==> src/rtl/keypad_menu_pkg.sv <==
// Shared constants and types for the keypad menu navigator
package keypad_menu_pkg;
    // Register byte offsets
    localparam logic [7:0] CTRL_OFS = 8'h00;
    localparam logic [7:0] JOG_OFS = 8'h04;
    localparam logic [7:0] LIMIT_OFS = 8'h08;
    localparam logic [7:0] MON_OFS = 8'h0C;
    localparam logic [7:0] FAULT_OFS = 8'h10;
    localparam logic [7:0] ALARM_OFS = 8'h14;
    localparam logic [7:0] SPEED_OFS = 8'h18;
    localparam logic [7:0] STATUS_OFS = 8'h1C;
    localparam logic [7:0] PTAB_OFS = 8'h40;
    // Control register fields, two bits per source setting
    localparam int LDIR_POS = 0;
    localparam int RDIR_POS = 2;
    localparam int LREM_POS = 4;
    localparam int LRUN_POS = 6;
    localparam int RRUN_POS = 8;
    localparam int LJOG_POS = 10;
    localparam int RJOG_POS = 12;
    localparam int GEN_EN_POS = 16;
    localparam int UNDERV_POS = 17;
    localparam int CONFIG_POS = 18;
    // Code and table fields
    localparam int ACTIVE_POS = 16;
    localparam int RO_POS = 16;
    localparam int CFG_POS = 17;
    // Reset values
    localparam logic [31:0] CTRL_RST = 32'h0001_142A;
    localparam logic [15:0] JOG_RST = 16'h0100;
    localparam logic [31:0] LIMIT_RST = 32'hFFFF_0000;
    localparam logic [15:0] SPEED_RST = 16'h0000;
    localparam logic [15:0] SPEED_MAX = 16'hFFFF;
    localparam logic [3:0] GROUP_LAST = 4'h9;
    // Key indices
    localparam int KEY_N = 9;
    localparam int K_ESC = 0;
    localparam int K_UP = 1;
    localparam int K_DOWN = 2;
    localparam int K_ENTER = 3;
    localparam int K_DIR = 4;
    localparam int K_LOCREM = 5;
    localparam int K_RUN = 6;
    localparam int K_STOP = 7;
    localparam int K_JOG = 8;
    typedef enum logic [1:0] {ST_MON, ST_LVL1, ST_LVL2, ST_LVL3} menu_state_t;
    typedef enum logic [2:0] {
        SHOW_VAR, SHOW_GROUP, SHOW_PNUM, SHOW_PVAL, SHOW_FAULT, SHOW_ALARM
    } show_t;
endpackage : keypad_menu_pkg

==> src/rtl/keypad_menu_navigator.sv <==
// Keypad command interpreter with menu navigation, display fields and APB registers
//
// Decided for this implementation: the register offsets and the APB slave port.
`timescale 1ns/1ps
// Operation
// - Escape at level 1 returns to monitoring.
// - Escape at level 2 returns to group selection level 1.
// - Escape at level 3 drops the edit, parameter unchanged, back to level 2.
// - Up key in monitoring raises the speed reference.
// - Up: previous group, next parameter, or increment value by level.
// - Down: next group, previous parameter, or decrement value by level.
// - Direction key reverses only if active direction source is 2 or 3.
// - Local/remote key toggles only if selection setting is 2 or 3.
// - Enter advances: monitoring to level 1, to level 2, to level 3.
// - Enter at level 3 stores the edited value and returns to level 2.
// - Run key starts motor only if active run/stop source is 0.
// - Stop key stops motor under the same source condition as run.
// - Held jog ramps to jog speed; needs stopped, enabled, jog source 1.
// - Focus shows parameter number at level 2, value at level 3.
// - Monitoring shows two selected variables, main and secondary.
// - Fault code in main blocks navigation until escape, then secondary.
// - Alarm code in main blocks navigation until any key, then secondary.
// - Status field shows source, direction, config, undervoltage, running.
// - Level 1 cycles through ten parameter groups.
// - Config-only parameters store only when stopped; read-only never store.
module keypad_menu_navigator
    import keypad_menu_pkg::*;
#(
    parameter int ALL_PARAMETERS_GROUP_N = 16,
    parameter int PIDX_W = 4
) (
    // Clock and reset
    input wire logic pclk,
    input wire logic presetn,
    // APB slave
    input wire logic psel,
    input wire logic penable,
    input wire logic pwrite,
    input wire logic [7:0] paddr,
    input wire logic [31:0] pwdata,
    output logic [31:0] prdata,
    output logic pready,
    output logic pslverr,
    // Keypad pins, high while pressed
    input wire logic key_escape,
    input wire logic key_up,
    input wire logic key_down,
    input wire logic key_enter,
    input wire logic key_dir,
    input wire logic key_locrem,
    input wire logic key_run,
    input wire logic key_stop,
    input wire logic key_jog,
    // Display fields
    output logic [15:0] main_field,
    output show_t main_show,
    output logic [15:0] sec_field,
    output show_t sec_show,
    output logic [3:0] menu_group,
    output logic focus_value,
    // Status indicators
    output logic local_source_indicator,
    output logic remote_source_indicator,
    output logic fwd_arrow,
    output logic rev_arrow,
    output logic config_state_indicator,
    output logic undervoltage_indicator,
    output logic running_indicator,
    // Motor commands
    output logic run_cmd,
    output logic reverse_cmd,
    output logic jog_cmd,
    output logic [15:0] speed_ref,
    output logic [15:0] jog_speed
);

    // Key synchroniser: three stages, level accepted when stages 2 and 3 agree
    logic [KEY_N-1:0] key_raw;
    logic [KEY_N-1:0] ks1_q, ks2_q, ks3_q, key_q, key_d, press;
    assign key_raw = {key_jog, key_stop, key_run, key_locrem, key_dir,
                      key_enter, key_down, key_up, key_escape};

    always_ff @(posedge pclk or negedge presetn) begin
        if (!presetn) begin
            ks1_q <= '0;
            ks2_q <= '0;
            ks3_q <= '0;
        end else begin
            ks1_q <= key_raw;
            ks2_q <= ks1_q;
            ks3_q <= ks2_q;
        end
    end

    always_comb begin
        for (int i = 0; i < KEY_N; i++) begin
            key_d[i] = (ks2_q[i] == ks3_q[i]) ? ks3_q[i] : key_q[i];
        end
    end

    always_ff @(posedge pclk or negedge presetn) begin
        if (!presetn) begin
            key_q <= '0;
        end else begin
            key_q <= key_d;
        end
    end

    assign press = key_d & ~key_q;

    // Software-visible registers
    logic [31:0] ctrl_q, limit_q, mon_q, fault_q, alarm_q;
    logic [15:0] jog_q, speed_q;
    logic [17:0] ptab_q [ALL_PARAMETERS_GROUP_N];
    logic [31:0] prdata_q;
    logic wr_en, rd_setup, addr_ok, in_tab;
    logic [PIDX_W-1:0] tab_idx;

    assign in_tab = paddr >= PTAB_OFS && paddr < PTAB_OFS + 8'(4 * ALL_PARAMETERS_GROUP_N)
                    && paddr[1:0] == 2'b00;
    assign tab_idx = PIDX_W'((paddr - PTAB_OFS) >> 2);
    assign addr_ok = in_tab || paddr == CTRL_OFS || paddr == JOG_OFS
                     || paddr == LIMIT_OFS || paddr == MON_OFS || paddr == FAULT_OFS
                     || paddr == ALARM_OFS || paddr == SPEED_OFS || paddr == STATUS_OFS;
    assign wr_en = psel && penable && pwrite && addr_ok;
    assign rd_setup = psel && !penable && !pwrite;
    // Zero wait states: read data captured in the setup cycle
    assign pready = psel && penable;
    assign pslverr = psel && penable && !addr_ok;
    assign prdata = prdata_q;

    // Menu state
    menu_state_t state_q;
    logic [3:0] group_q;
    logic [PIDX_W-1:0] pidx_q;
    logic [15:0] edit_q;
    logic run_q, rev_q, remote_q, jog_q2;
    logic fault_blk_q, alarm_blk_q, fault_prev_q, alarm_prev_q;
    logic fault_on, alarm_on, blocked, any_press, stopped;
    logic store_ok;
    logic [15:0] lim_min, lim_max;
    logic [1:0] dir_src, runstop_src, jog_src;

    assign fault_on = fault_q[ACTIVE_POS];
    assign alarm_on = alarm_q[ACTIVE_POS];
    assign any_press = |press;
    assign blocked = fault_blk_q || alarm_blk_q;
    assign lim_min = limit_q[15:0];
    assign lim_max = limit_q[31:16];
    assign stopped = !run_q && !jog_q2;
    assign dir_src = remote_q ? ctrl_q[RDIR_POS +: 2] : ctrl_q[LDIR_POS +: 2];
    assign runstop_src = remote_q ? ctrl_q[RRUN_POS +: 2] : ctrl_q[LRUN_POS +: 2];
    assign jog_src = remote_q ? ctrl_q[RJOG_POS +: 2] : ctrl_q[LJOG_POS +: 2];
    assign store_ok = !ptab_q[pidx_q][RO_POS] && (!ptab_q[pidx_q][CFG_POS] || stopped);

    always_ff @(posedge pclk or negedge presetn) begin
        if (!presetn) begin
            ctrl_q <= CTRL_RST;
            jog_q <= JOG_RST;
            limit_q <= LIMIT_RST;
            mon_q <= '0;
            fault_q <= '0;
            alarm_q <= '0;
        end else if (wr_en) begin
            case (paddr)
                CTRL_OFS: ctrl_q <= pwdata;
                JOG_OFS: jog_q <= pwdata[15:0];
                LIMIT_OFS: limit_q <= pwdata;
                MON_OFS: mon_q <= pwdata;
                FAULT_OFS: fault_q <= {15'h0000, pwdata[16:0]};
                ALARM_OFS: alarm_q <= {15'h0000, pwdata[16:0]};
                default: ;
            endcase
        end
    end

    // Parameter table; a keypad store wins over a same-cycle bus write
    always_ff @(posedge pclk or negedge presetn) begin
        if (!presetn) begin
            for (int i = 0; i < ALL_PARAMETERS_GROUP_N; i++) begin
                ptab_q[i] <= '0;
            end
        end else if (state_q == ST_LVL3 && press[K_ENTER] && !blocked && store_ok) begin
            ptab_q[pidx_q][15:0] <= edit_q;
        end else if (wr_en && in_tab) begin
            ptab_q[tab_idx] <= pwdata[17:0];
        end
    end

    always_ff @(posedge pclk or negedge presetn) begin
        if (!presetn) begin
            prdata_q <= '0;
        end else if (rd_setup) begin
            prdata_q <= '0;
            if (in_tab) begin
                prdata_q <= {14'h0000, ptab_q[tab_idx]};
            end
            case (paddr)
                CTRL_OFS: prdata_q <= ctrl_q;
                JOG_OFS: prdata_q <= {16'h0000, jog_q};
                LIMIT_OFS: prdata_q <= limit_q;
                MON_OFS: prdata_q <= mon_q;
                FAULT_OFS: prdata_q <= fault_q;
                ALARM_OFS: prdata_q <= alarm_q;
                SPEED_OFS: prdata_q <= {16'h0000, speed_q};
                STATUS_OFS: prdata_q <= {16'h0000, 4'(pidx_q), group_q,
                                         fault_blk_q, alarm_blk_q, jog_q2, remote_q,
                                         rev_q, run_q, 2'(state_q)};
                default: ;
            endcase
        end
    end

    // Fault and alarm takeover; the entry edge wins over a same-cycle release
    always_ff @(posedge pclk or negedge presetn) begin
        if (!presetn) begin
            fault_prev_q <= 1'b0;
            alarm_prev_q <= 1'b0;
            fault_blk_q <= 1'b0;
            alarm_blk_q <= 1'b0;
        end else begin
            fault_prev_q <= fault_on;
            alarm_prev_q <= alarm_on;
            if (fault_on && !fault_prev_q) begin
                fault_blk_q <= 1'b1;
            end else if (press[K_ESC] || !fault_on) begin
                fault_blk_q <= 1'b0;
            end
            if (alarm_on && !alarm_prev_q) begin
                alarm_blk_q <= 1'b1;
            end else if ((any_press && !fault_blk_q) || !alarm_on) begin
                alarm_blk_q <= 1'b0;
            end
        end
    end

    // Menu navigation; keys releasing a fault or alarm are consumed
    always_ff @(posedge pclk or negedge presetn) begin
        if (!presetn) begin
            state_q <= ST_MON;
            group_q <= '0;
            pidx_q <= '0;
            edit_q <= '0;
        end else if (!blocked) begin
            case (state_q)
                ST_MON: begin
                    if (press[K_ENTER]) begin
                        state_q <= ST_LVL1;
                    end
                end
                ST_LVL1: begin
                    if (press[K_ESC]) begin
                        state_q <= ST_MON;
                    end else if (press[K_ENTER]) begin
                        state_q <= ST_LVL2;
                        pidx_q <= '0;
                    // Previous group, ten in a ring
                    end else if (press[K_UP]) begin
                        group_q <= (group_q == 4'h0) ? GROUP_LAST : group_q - 4'h1;
                    end else if (press[K_DOWN]) begin
                        group_q <= (group_q == GROUP_LAST) ? 4'h0 : group_q + 4'h1;
                    end
                end
                ST_LVL2: begin
                    if (press[K_ESC]) begin
                        state_q <= ST_LVL1;
                    end else if (press[K_ENTER]) begin
                        state_q <= ST_LVL3;
                        edit_q <= ptab_q[pidx_q][15:0];
                    end else if (press[K_UP]) begin
                        pidx_q <= pidx_q + 1'b1;
                    end else if (press[K_DOWN]) begin
                        pidx_q <= pidx_q - 1'b1;
                    end
                end
                ST_LVL3: begin
                    if (press[K_ESC]) begin
                        state_q <= ST_LVL2;
                    // Back to level 2 after store
                    end else if (press[K_ENTER]) begin
                        state_q <= ST_LVL2;
                    end else if (press[K_UP]) begin
                        edit_q <= (edit_q >= lim_max) ? lim_max : edit_q + 16'h0001;
                    end else if (press[K_DOWN]) begin
                        edit_q <= (edit_q <= lim_min) ? lim_min : edit_q - 16'h0001;
                    end
                end
                default: state_q <= ST_MON;
            endcase
        end
    end

    // Speed reference; software may preset it
    always_ff @(posedge pclk or negedge presetn) begin
        if (!presetn) begin
            speed_q <= SPEED_RST;
        end else if (state_q == ST_MON && !blocked && press[K_UP]) begin
            speed_q <= (speed_q == SPEED_MAX) ? SPEED_MAX : speed_q + 16'h0001;
        end else if (wr_en && paddr == SPEED_OFS) begin
            speed_q <= pwdata[15:0];
        end
    end

    // Motor command keys act in every menu state
    always_ff @(posedge pclk or negedge presetn) begin
        if (!presetn) begin
            run_q <= 1'b0;
            rev_q <= 1'b0;
            remote_q <= 1'b0;
            jog_q2 <= 1'b0;
        end else begin
            if (press[K_RUN] && runstop_src == 2'd0 && ctrl_q[GEN_EN_POS]) begin
                run_q <= 1'b1;
            end else if (press[K_STOP] && runstop_src == 2'd0) begin
                run_q <= 1'b0;
            end
            // Disable drops the run command at once
            if (!ctrl_q[GEN_EN_POS]) begin
                run_q <= 1'b0;
            end
            if (press[K_DIR] && (dir_src == 2'd2 || dir_src == 2'd3)) begin
                rev_q <= !rev_q;
            end
            if (press[K_LOCREM] && (ctrl_q[LREM_POS +: 2] == 2'd2
                                    || ctrl_q[LREM_POS +: 2] == 2'd3)) begin
                remote_q <= !remote_q;
            end
            // Jog while held, ends on release
            if (!key_d[K_JOG] || !ctrl_q[GEN_EN_POS]) begin
                jog_q2 <= 1'b0;
            end else if (press[K_JOG] && !run_q && jog_src == 2'd1) begin
                jog_q2 <= 1'b1;
            end
        end
    end

    // Display composition
    logic [15:0] main_d, sec_d;
    show_t main_show_d, sec_show_d;

    always_comb begin
        main_d = mon_q[15:0];
        main_show_d = SHOW_VAR;
        sec_d = mon_q[31:16];
        sec_show_d = SHOW_VAR;
        case (state_q)
            ST_MON: ;
            ST_LVL1: begin
                main_d = {12'h000, group_q};
                main_show_d = SHOW_GROUP;
            end
            // Number in focus at level 2
            ST_LVL2: begin
                main_d = 16'(pidx_q);
                main_show_d = SHOW_PNUM;
                sec_d = ptab_q[pidx_q][15:0];
                sec_show_d = SHOW_PVAL;
            end
            // Value in focus at level 3
            ST_LVL3: begin
                main_d = edit_q;
                main_show_d = SHOW_PVAL;
                sec_d = 16'(pidx_q);
                sec_show_d = SHOW_PNUM;
            end
            default: ;
        endcase
        if (alarm_on) begin
            if (alarm_blk_q) begin
                main_d = alarm_q[15:0];
                main_show_d = SHOW_ALARM;
            end else begin
                sec_d = alarm_q[15:0];
                sec_show_d = SHOW_ALARM;
            end
        end
        if (fault_on) begin
            if (fault_blk_q) begin
                main_d = fault_q[15:0];
                main_show_d = SHOW_FAULT;
            end else begin
                sec_d = fault_q[15:0];
                sec_show_d = SHOW_FAULT;
            end
        end
    end

    always_ff @(posedge pclk or negedge presetn) begin
        if (!presetn) begin
            main_field <= '0;
            main_show <= SHOW_VAR;
            sec_field <= '0;
            sec_show <= SHOW_VAR;
            menu_group <= '0;
            focus_value <= 1'b0;
        end else begin
            main_field <= main_d;
            main_show <= main_show_d;
            sec_field <= sec_d;
            sec_show <= sec_show_d;
            menu_group <= group_q;
            focus_value <= state_q == ST_LVL3;
        end
    end

    always_ff @(posedge pclk or negedge presetn) begin
        if (!presetn) begin
            local_source_indicator <= 1'b0;
            remote_source_indicator <= 1'b0;
            fwd_arrow <= 1'b0;
            rev_arrow <= 1'b0;
            config_state_indicator <= 1'b0;
            undervoltage_indicator <= 1'b0;
            running_indicator <= 1'b0;
        end else begin
            local_source_indicator <= !remote_q;
            remote_source_indicator <= remote_q;
            fwd_arrow <= !rev_q;
            rev_arrow <= rev_q;
            config_state_indicator <= ctrl_q[CONFIG_POS];
            undervoltage_indicator <= ctrl_q[UNDERV_POS];
            running_indicator <= !stopped;
        end
    end

    assign run_cmd = run_q;
    assign reverse_cmd = rev_q;
    assign jog_cmd = jog_q2;
    assign speed_ref = speed_q;
    assign jog_speed = jog_q;

endmodule : keypad_menu_navigator

==> config.mk <==
export PLATFORM = sky130hd
export DESIGN_NAME = keypad_menu_navigator
export DESIGN_NICKNAME = d
export VERILOG_FILES = /design/src/rtl/keypad_menu_pkg.sv /design/src/rtl/keypad_menu_navigator.sv
export SDC_FILE = /design/constraint.sdc
export NUM_CORES = 1
export LEC_CHECK = 0
export BUFFER_PORTS_ARGS = -buffer_cell sky130_fd_sc_hd__buf_2
export CORE_MARGIN = 2
export CORE_UTILIZATION = 40
export DETAILED_ROUTE_END_ITERATION = 16
export MAX_ROUTING_LAYER = met4
export PLACE_DENSITY = 0.65
export SETUP_SLACK_MARGIN = 0.2
export SKIP_CTS_REPAIR_TIMING = 1
export SLEW_MARGIN = 0
export SYNTH_ARGS = -nofsm -noshare
export SYNTH_HDL_FRONTEND = slang
export SYNTH_SLANG_ARGS = --single-unit
==> constraint.sdc <==
create_clock -name pclk -period 4.54 [get_ports pclk]
set_input_delay 0.908 -clock pclk [delete_from_list [all_inputs] [get_ports pclk]]
set_output_delay 0.908 -clock pclk [all_outputs]
set_load 0.03 [all_outputs]
Word level (Yosys, flattened, before mapping)

Cells that the tools add are included.

Add/sub/neg operators: 8
Magnitude comparators: 8
Equality and inequality tests: 38
Multiplexer cells: 87
Bitwise logic cells: 7
Reductions and logical operators: 86

Operators by type and width:

| operator                | count |
|---|---|
| $bwmux W288             | 2 |
| $mux W288               | 2 |
| $mux W16                | 20 |
| $pmux W32 S8            | 1 |
| $bmux W18 S4            | 2 |
| $demux W18 S4           | 2 |
| $mux W18                | 6 |
| $pmux W16 S2            | 2 |
| $pmux W16 S3            | 1 |
| $mux W4                 | 10 |
| $add A16 B1 Y16 const B | 2 |
| $eq A8 B5 Y1 const B    | 4 |
| $logic_and A1 B1 Y1     | 29 |
| $mux W3                 | 8 |
| $logic_not A1 Y1        | 18 |
| $mux W1                 | 18 |
| $mux W2                 | 9 |
| $eq A16 B16 Y1 const B  | 1 |
| $eq A8 B4 Y1 const B    | 2 |
| $ge A16 B16 Y1          | 1 |
| $le A16 B16 Y1          | 1 |
| $ne A2 B2 Y1 const B    | 8 |
| $reduce_bool A2 Y1      | 8 |
| $sub A16 B1 Y16 const B | 1 |
| 31 further kinds        | 76 |

Flip-flop bits (word level): 602
Logic and storage cells: 287

Logic depth before layout (Yosys ltp)

Depth after elaboration: 15
Depth in mapped cells: 14
Depth with buffers taken out: 10

Worst setup path after synthesis

No wires, ideal clock.

Kind: flip-flop to flip-flop
Start point: register edit_q[0]
End point: register edit_q[5]
Setup time: 0.141 ns
Arrival time: 3.122 ns
Required time: 4.399 ns
Setup slack: 1.277 ns
Cell stages (with the launch flop): 15
Clock period less this slack: 3.263 ns
Cell sequence: dfrtp_1 > clkbuf_1 > buf_1 > inv_1 > ha_1 > and3_1 > o21ai_0 > a311oi_1 > nor4_1 > or2_2 > clkbuf_1 > buf_1 > nand2_1 > o211ai_1 > a31oi_1

Cells in the longest elaborated chain, start to end: 7

RTL lines:

| item                                              | line                         | text |
|---|---|---|
| start, declared                                   | keypad_menu_navigator.sv:136 | `logic [15:0] edit_q;` |
| start signal, assigned                            | keypad_menu_navigator.sv:269 | `edit_q <= ptab_q[pidx_q][15:0];` |
| start signal, assigned                            | keypad_menu_navigator.sv:283 | `edit_q <= (edit_q >= lim_max) ? lim_max : edit_q + 16'h0001;` |
| start signal, assigned                            | keypad_menu_navigator.sv:285 | `edit_q <= (edit_q <= lim_min) ? lim_min : edit_q - 16'h0001;` |
| $sub A16 B1 Y16 or $le A16 B16 Y1 (tied branches) | keypad_menu_navigator.sv:285 |  |
| $mux W16                                          | keypad_menu_navigator.sv:285 |  |
| $mux W16                                          | keypad_menu_navigator.sv:284 | `end else if (press[K_DOWN]) begin` |
| $mux W16 *                                        | keypad_menu_navigator.sv:282 | `end else if (press[K_UP]) begin` |
| $mux W16 *                                        | keypad_menu_navigator.sv:280 | `end else if (press[K_ENTER]) begin` |
| $mux W16 *                                        | keypad_menu_navigator.sv:277 | `if (press[K_ESC]) begin` |
| $pmux W16 S2 *                                    | keypad_menu_navigator.sv:245 | `case (state_q)` |

Every way passes the cells marked *; elsewhere a longest branch is shown, timed or not. The select of a mux whose other input is x is not followed.
A chain may end at the register's enable or synchronous reset.

Worst setup path after layout

Start point: register pidx_q[0]
End point: register ptab_q[136] (netlist name)

Cells in the longest elaborated chain, start to end: 9

RTL lines:

| item                                                 | line                                                       | text |
|---|---|---|
| start, declared                                      | keypad_menu_navigator.sv:135                               | `logic [PIDX_W-1:0] pidx_q;` |
| start signal, assigned                               | keypad_menu_navigator.sv:271                               | `pidx_q <= pidx_q + 1'b1;` |
| start signal, assigned                               | keypad_menu_navigator.sv:273                               | `pidx_q <= pidx_q - 1'b1;` |
| $not A4 Y5 (implied by the code) *                   | keypad_menu_navigator.sv:154, keypad_menu_navigator.sv:184 |  |
| branches (longest 8 deep; another with $ge A5 B5 Y1) | n/a                                                        |  |
| end signal, assigned by index                        | keypad_menu_navigator.sv:184                               | `ptab_q[pidx_q][15:0] <= edit_q;` |
| end signal, assigned by index                        | keypad_menu_navigator.sv:186                               | `ptab_q[tab_idx] <= pwdata[17:0];` |
| end, declared                                        | keypad_menu_navigator.sv:114                               | `logic [17:0] ptab_q [ALL_PARAMETERS_GROUP_N];` |

Every way passes the cells marked *. The select of a mux whose other input is x is not followed.

==> results summary <==
The run finished with clean final reports. The final antenna-violating net count is 0. For the worst-skew pair, the clock arrives at the later sink with an insertion delay of 0.62 ns.

The die covers 83800 µm². The switching power as a share of total power is 38.3%. On the critical path, the stage with the largest delay is an instance of sky130_fd_sc_hd__dfrtp_4. The gate count after technology mapping is between 3000 and 4000. The worst setup path is launched from a flip-flop.

The total via count after detailed routing came out at 27310. Combinational logic burns 32.1% of the power. The synthesized-area fraction occupied by and/or/nand/nor cells came out at 13.2%. The sum of routed wire length over all layers is 119000 µm. The synthesized area per cell is about 11 µm².

The worst hold slack came out at 0.329 ns. The fraction of synthesized cell area taken by the top area cell type is 44.4%. Counting both buffers and inverters, the worst setup path holds a total of 1. The setup TNS came out at 0 ns. During synthesis, Yosys emitted a total of 0 warnings. The synthesized design spends more area on one cell type than any other, namely sky130_fd_sc_hd__dfrtp_1. In this design, the largest share of critical-path delay is due to multiplexers. After synthesis, the largest family of logic cells by area is multiplexers. When the netlist entered floorplanning its net count stood at approximately 3200. The first-pass iteration count of the detailed router came out at 7. The longest clock path from root to sink contains 3 buffers. Timing would allow up to 266 MHz.

After detailed routing, the average wire length per cell comes to 28.0 µm. Yosys instantiated no cell more often than sky130_fd_sc_hd__nand2_1. The critical path's largest stage delay came out at slightly below 0.8 ns.

The area added between synthesis and finish came out at 13.2%. After detailed routing, the number of remaining DRC violations is 0. The initial cell density of the core came out at 40.4%. The power density of the placed cells is 506 nW/µm².

The time the final worst path needs with I/O delays and setup came out at 3.76 ns. The number of maximum-capacitance constraint violations came out at 0. The final critical path takes up 82.8% of the cycle. The data arrival time of the critical path is 4.30 ns. 173 I/O pins were placed. Using the TritonRoute via totals, the vias-per-cell ratio works out to approximately 6.4. The area fraction in compound gates after synthesis is 14.4%. The worst-case IR drop observed on VDD is 428 µV. The share of synthesized registers carrying an async set or reset came out at 100%. The power spent charging and discharging nets came out at 7.15 mW. The die width is 290 µm. The fraction of final layout cells with drive strength greater than 1 came out at 25.4%. The number of global-route vias before repair came to 26169.

For this run, the total global-route usage over all layers was measured as between 20% and 30%. For the pin with the worst max-slew slack, the measured transition is approximately 1.3 ns. Per report_power, the sequential group accounts for 38.7% of the total. The number of port buffers is 172. The synthesized area is roughly 33000 µm². The most common flop cell mapped by yosys is sky130_fd_sc_hd__dfrtp_1.

The type of the worst min-delay path is input port to asynchronous set/reset pin. The number of clock buffers inserted by TritonCTS came out at 69. The number of max-slew violations in the final report is 0.

The fraction of the mapped netlist area in adder cells is 1.76%. The floorplan step set the die height to 290 µm. The critical path endpoint category is a flip-flop. Row generation in the floorplan step produced around 100 rows. The share of power burned in the clock network is 29.3%. The static leakage is 17.0 nW. The final-report hold violation count came to 0. The number of enable-type register cells in the synthesized netlist came out at 0. The final HPWL from detailed placement is 82400 µm.

The clock sink count is 602. Across the routed clock network, the largest skew measured is 0.0254 ns. Walking the worst path, the cells encountered are mux4_2 > mux4_2 > a211oi_4 > buf_4 > nand2_4 > nor2_2 > a22oi_1 > nand2_1. The critical path is of the flip-flop to flip-flop type.

By area the synthesized netlist is led by sky130_fd_sc_hd__dfrtp_1 44%, sky130_fd_sc_hd__mux4_2 13%, sky130_fd_sc_hd__nand2_1 8.3%. Entering global routing, the biggest net connects between 90 and 100 pins. Along the worst path, the maximum fanout reaches 27. The multiplexer fraction of the synthesized cell area is about a fifth. The first-pass GRT wire length is around 180000 µm. The H-tree level count came out at 3.

The tightest slew margin relative to the limit came out at 10.8%. Setup repair after global routing left no endpoint under its margin. The total area inside the core boundary comes to between 80000 and 90000 µm². Sequential cells were found to cover 46.3% of the synthesized design area. The number of cells after detailed placement came out at 4137.

The most numerous cell type found on the critical path is sky130_fd_sc_hd__mux4_2. The number of library cell types mapped by synthesis came out at between 70 and 80. The placer congestion estimate came out at between 1 and 1.5. The flip-flop and latch count after synthesis is 602.

The cell-internal power came out at around 12 mW. The overflow left after global routing came out at 0. The initial detailed-routing violation count came out at about 3800. The count of endpoints failing setup in the final report came out at 0.

The xor-xnor portion of the synthesized cell area is 0.940%. TritonCTS built the clock tree. The net total in the final layout is 3240.

The clock input transition at the sequential cells of the worst setup and hold paths came out at 0.06 ns. After synthesis, the most frequently instantiated cells are 719 x sky130_fd_sc_hd__nand2_1, 579 x sky130_fd_sc_hd__dfrtp_1, 297 x sky130_fd_sc_hd__a22oi_1, 187 x sky130_fd_sc_hd__mux4_2, 183 x sky130_fd_sc_hd__clkbuf_1. The required time of the critical path is 5.08 ns. The initial antenna violation count came out at 4. The post-layout instance count excluding filler cells came out at roughly 4300. The cell sitting at the root of the clock tree is a sky130_fd_sc_hd__clkbuf_16.
## through the flow
| step | utilization [%] | area [µm²] | power [mW] | worst slack, ns |
|---|---|---|---|---|
| floorplan | - | 32600 | 10.7 | 1.28 |
| global placement | 43.0 | 34700 | 13.0 | 0.840 |
| detailed placement | 43.0 | 34700 | 13.1 | 0.810 |
| CTS | 45.8 | 36900 | 18.5 | 0.803 |
| global route | 45.8 | 36900 | 19.3 | 0.587 |
| finish | 45.8 | 36900 | 18.7 | 0.781 |
## cells in the final DEF, fill, tap and decap left out, types with 15 or more instances in the layout
master / count
sky130_fd_sc_hd__a21oi_1: 72
sky130_fd_sc_hd__a221oi_1: 22
sky130_fd_sc_hd__a22oi_1: 297
sky130_fd_sc_hd__a31oi_1: 28
sky130_fd_sc_hd__and3_1: 17
sky130_fd_sc_hd__buf_2: 169
sky130_fd_sc_hd__buf_4: 106
sky130_fd_sc_hd__clkbuf_1: 24
sky130_fd_sc_hd__clkbuf_16: 71
sky130_fd_sc_hd__dfrtp_1: 575
sky130_fd_sc_hd__dfstp_2: 23
sky130_fd_sc_hd__ha_1: 37
sky130_fd_sc_hd__inv_1: 52
sky130_fd_sc_hd__mux2_2: 151
sky130_fd_sc_hd__mux2i_1: 35
sky130_fd_sc_hd__mux4_2: 187
sky130_fd_sc_hd__nand2_1: 719
sky130_fd_sc_hd__nand3_1: 36
sky130_fd_sc_hd__nor2_1: 79
sky130_fd_sc_hd__nor3_1: 24
sky130_fd_sc_hd__nor3_2: 15
sky130_fd_sc_hd__o211ai_1: 24
sky130_fd_sc_hd__o21ai_0: 156
sky130_fd_sc_hd__o22ai_1: 19
sky130_fd_sc_hd__o31ai_1: 18
sky130_fd_sc_hd__xnor2_1: 22
## state kept, by name, summed over array words and instances (netlist names), 3 cells and up
signal	count
limit_q	32
pidx_q	4
sec_field	16
fault_q	17
prdata	32
mon_q	32
ks2_q	9
main_show	3
key_q	9
sec_show	3
main_field	16
alarm_q	17
jog_speed	16
ptab_q	288
menu_group	4
edit_q	16
ks1_q	9
ctrl_q	32
group_q	4
ks3_q	9
speed_ref	16
## worst paths after layout
path                                       start                       to  slack, ns  cells after the start
min in group pclk             ks1_q[3]$_DFF_PN0_       ks2_q[3]$_DFF_PN0_       0.35                      0
max reg2reg                pidx_q[0]$_DFFE_PN0P_  ptab_q[136]$_DFFE_PN0P_       0.78                      8
min reg2reg                   ks1_q[3]$_DFF_PN0_       ks2_q[3]$_DFF_PN0_       0.35                      0
max                        pidx_q[0]$_DFFE_PN0P_  ptab_q[136]$_DFFE_PN0P_       0.78                      8
max in group asynchronous                presetn  limit_q[25]$_DFFE_PN1P_       3.15                      2
min                                      presetn  ptab_q[161]$_DFFE_PN0P_       0.33                      1
## cell type report
cell class,instances,area (µm²)
multi-input combinational,2134,16200
tap,1060,1330
clock inverter,17,143
fill,7480,43800
timing repair buffer,289,1900
sequential,602,15100
clock buffer,108,2050
inverter,52,195
antenna,4,10.0
## power by group through the flow
stage	Combinational (mW)	Sequential [mW]	Clock (mW)
2_1_floorplan	3.48	7.26	0
3_3_place_gp	5.73	7.23	0
3_5_place_dp	5.81	7.25	0
4_1_cts	5.81	7.18	5.53
5_1_grt	6.29	7.30	5.74
6_report	5.99	7.22	5.47
## per-layer routing
metal	vias up	part of all wire, %	global-route usage (%)
met1	13748	39	39.1
met3	314	12	7.14
met4	0	4.5	12.3
met5	-	0	-
met2	1872	44	42.7
li1	11376	-	-
## kinds of logic after synthesis
kind of cell,count (synthesis)
flip-flops,602
AND/OR/NAND/NOR,993
AO/OA/AOI/OAI,686
multiplexers,373
buffers and inverters,326
adder cells (fa/ha/maj),47
XOR/XNOR,35
## worst register-to-register path, cell delays in order, from the launching register on
cell and delay, ns:
sky130_fd_sc_hd__dfrtp_4 0.77, sky130_fd_sc_hd__mux4_2 0.59, sky130_fd_sc_hd__mux4_2 0.51, sky130_fd_sc_hd__a211oi_4 0.43, sky130_fd_sc_hd__buf_4 0.31, sky130_fd_sc_hd__nand2_4 0.10, sky130_fd_sc_hd__nor2_2 0.67, sky130_fd_sc_hd__a22oi_1 0.17
sky130_fd_sc_hd__nand2_1 0.13
No activity file was read; power rests on OpenSTA's default activity.
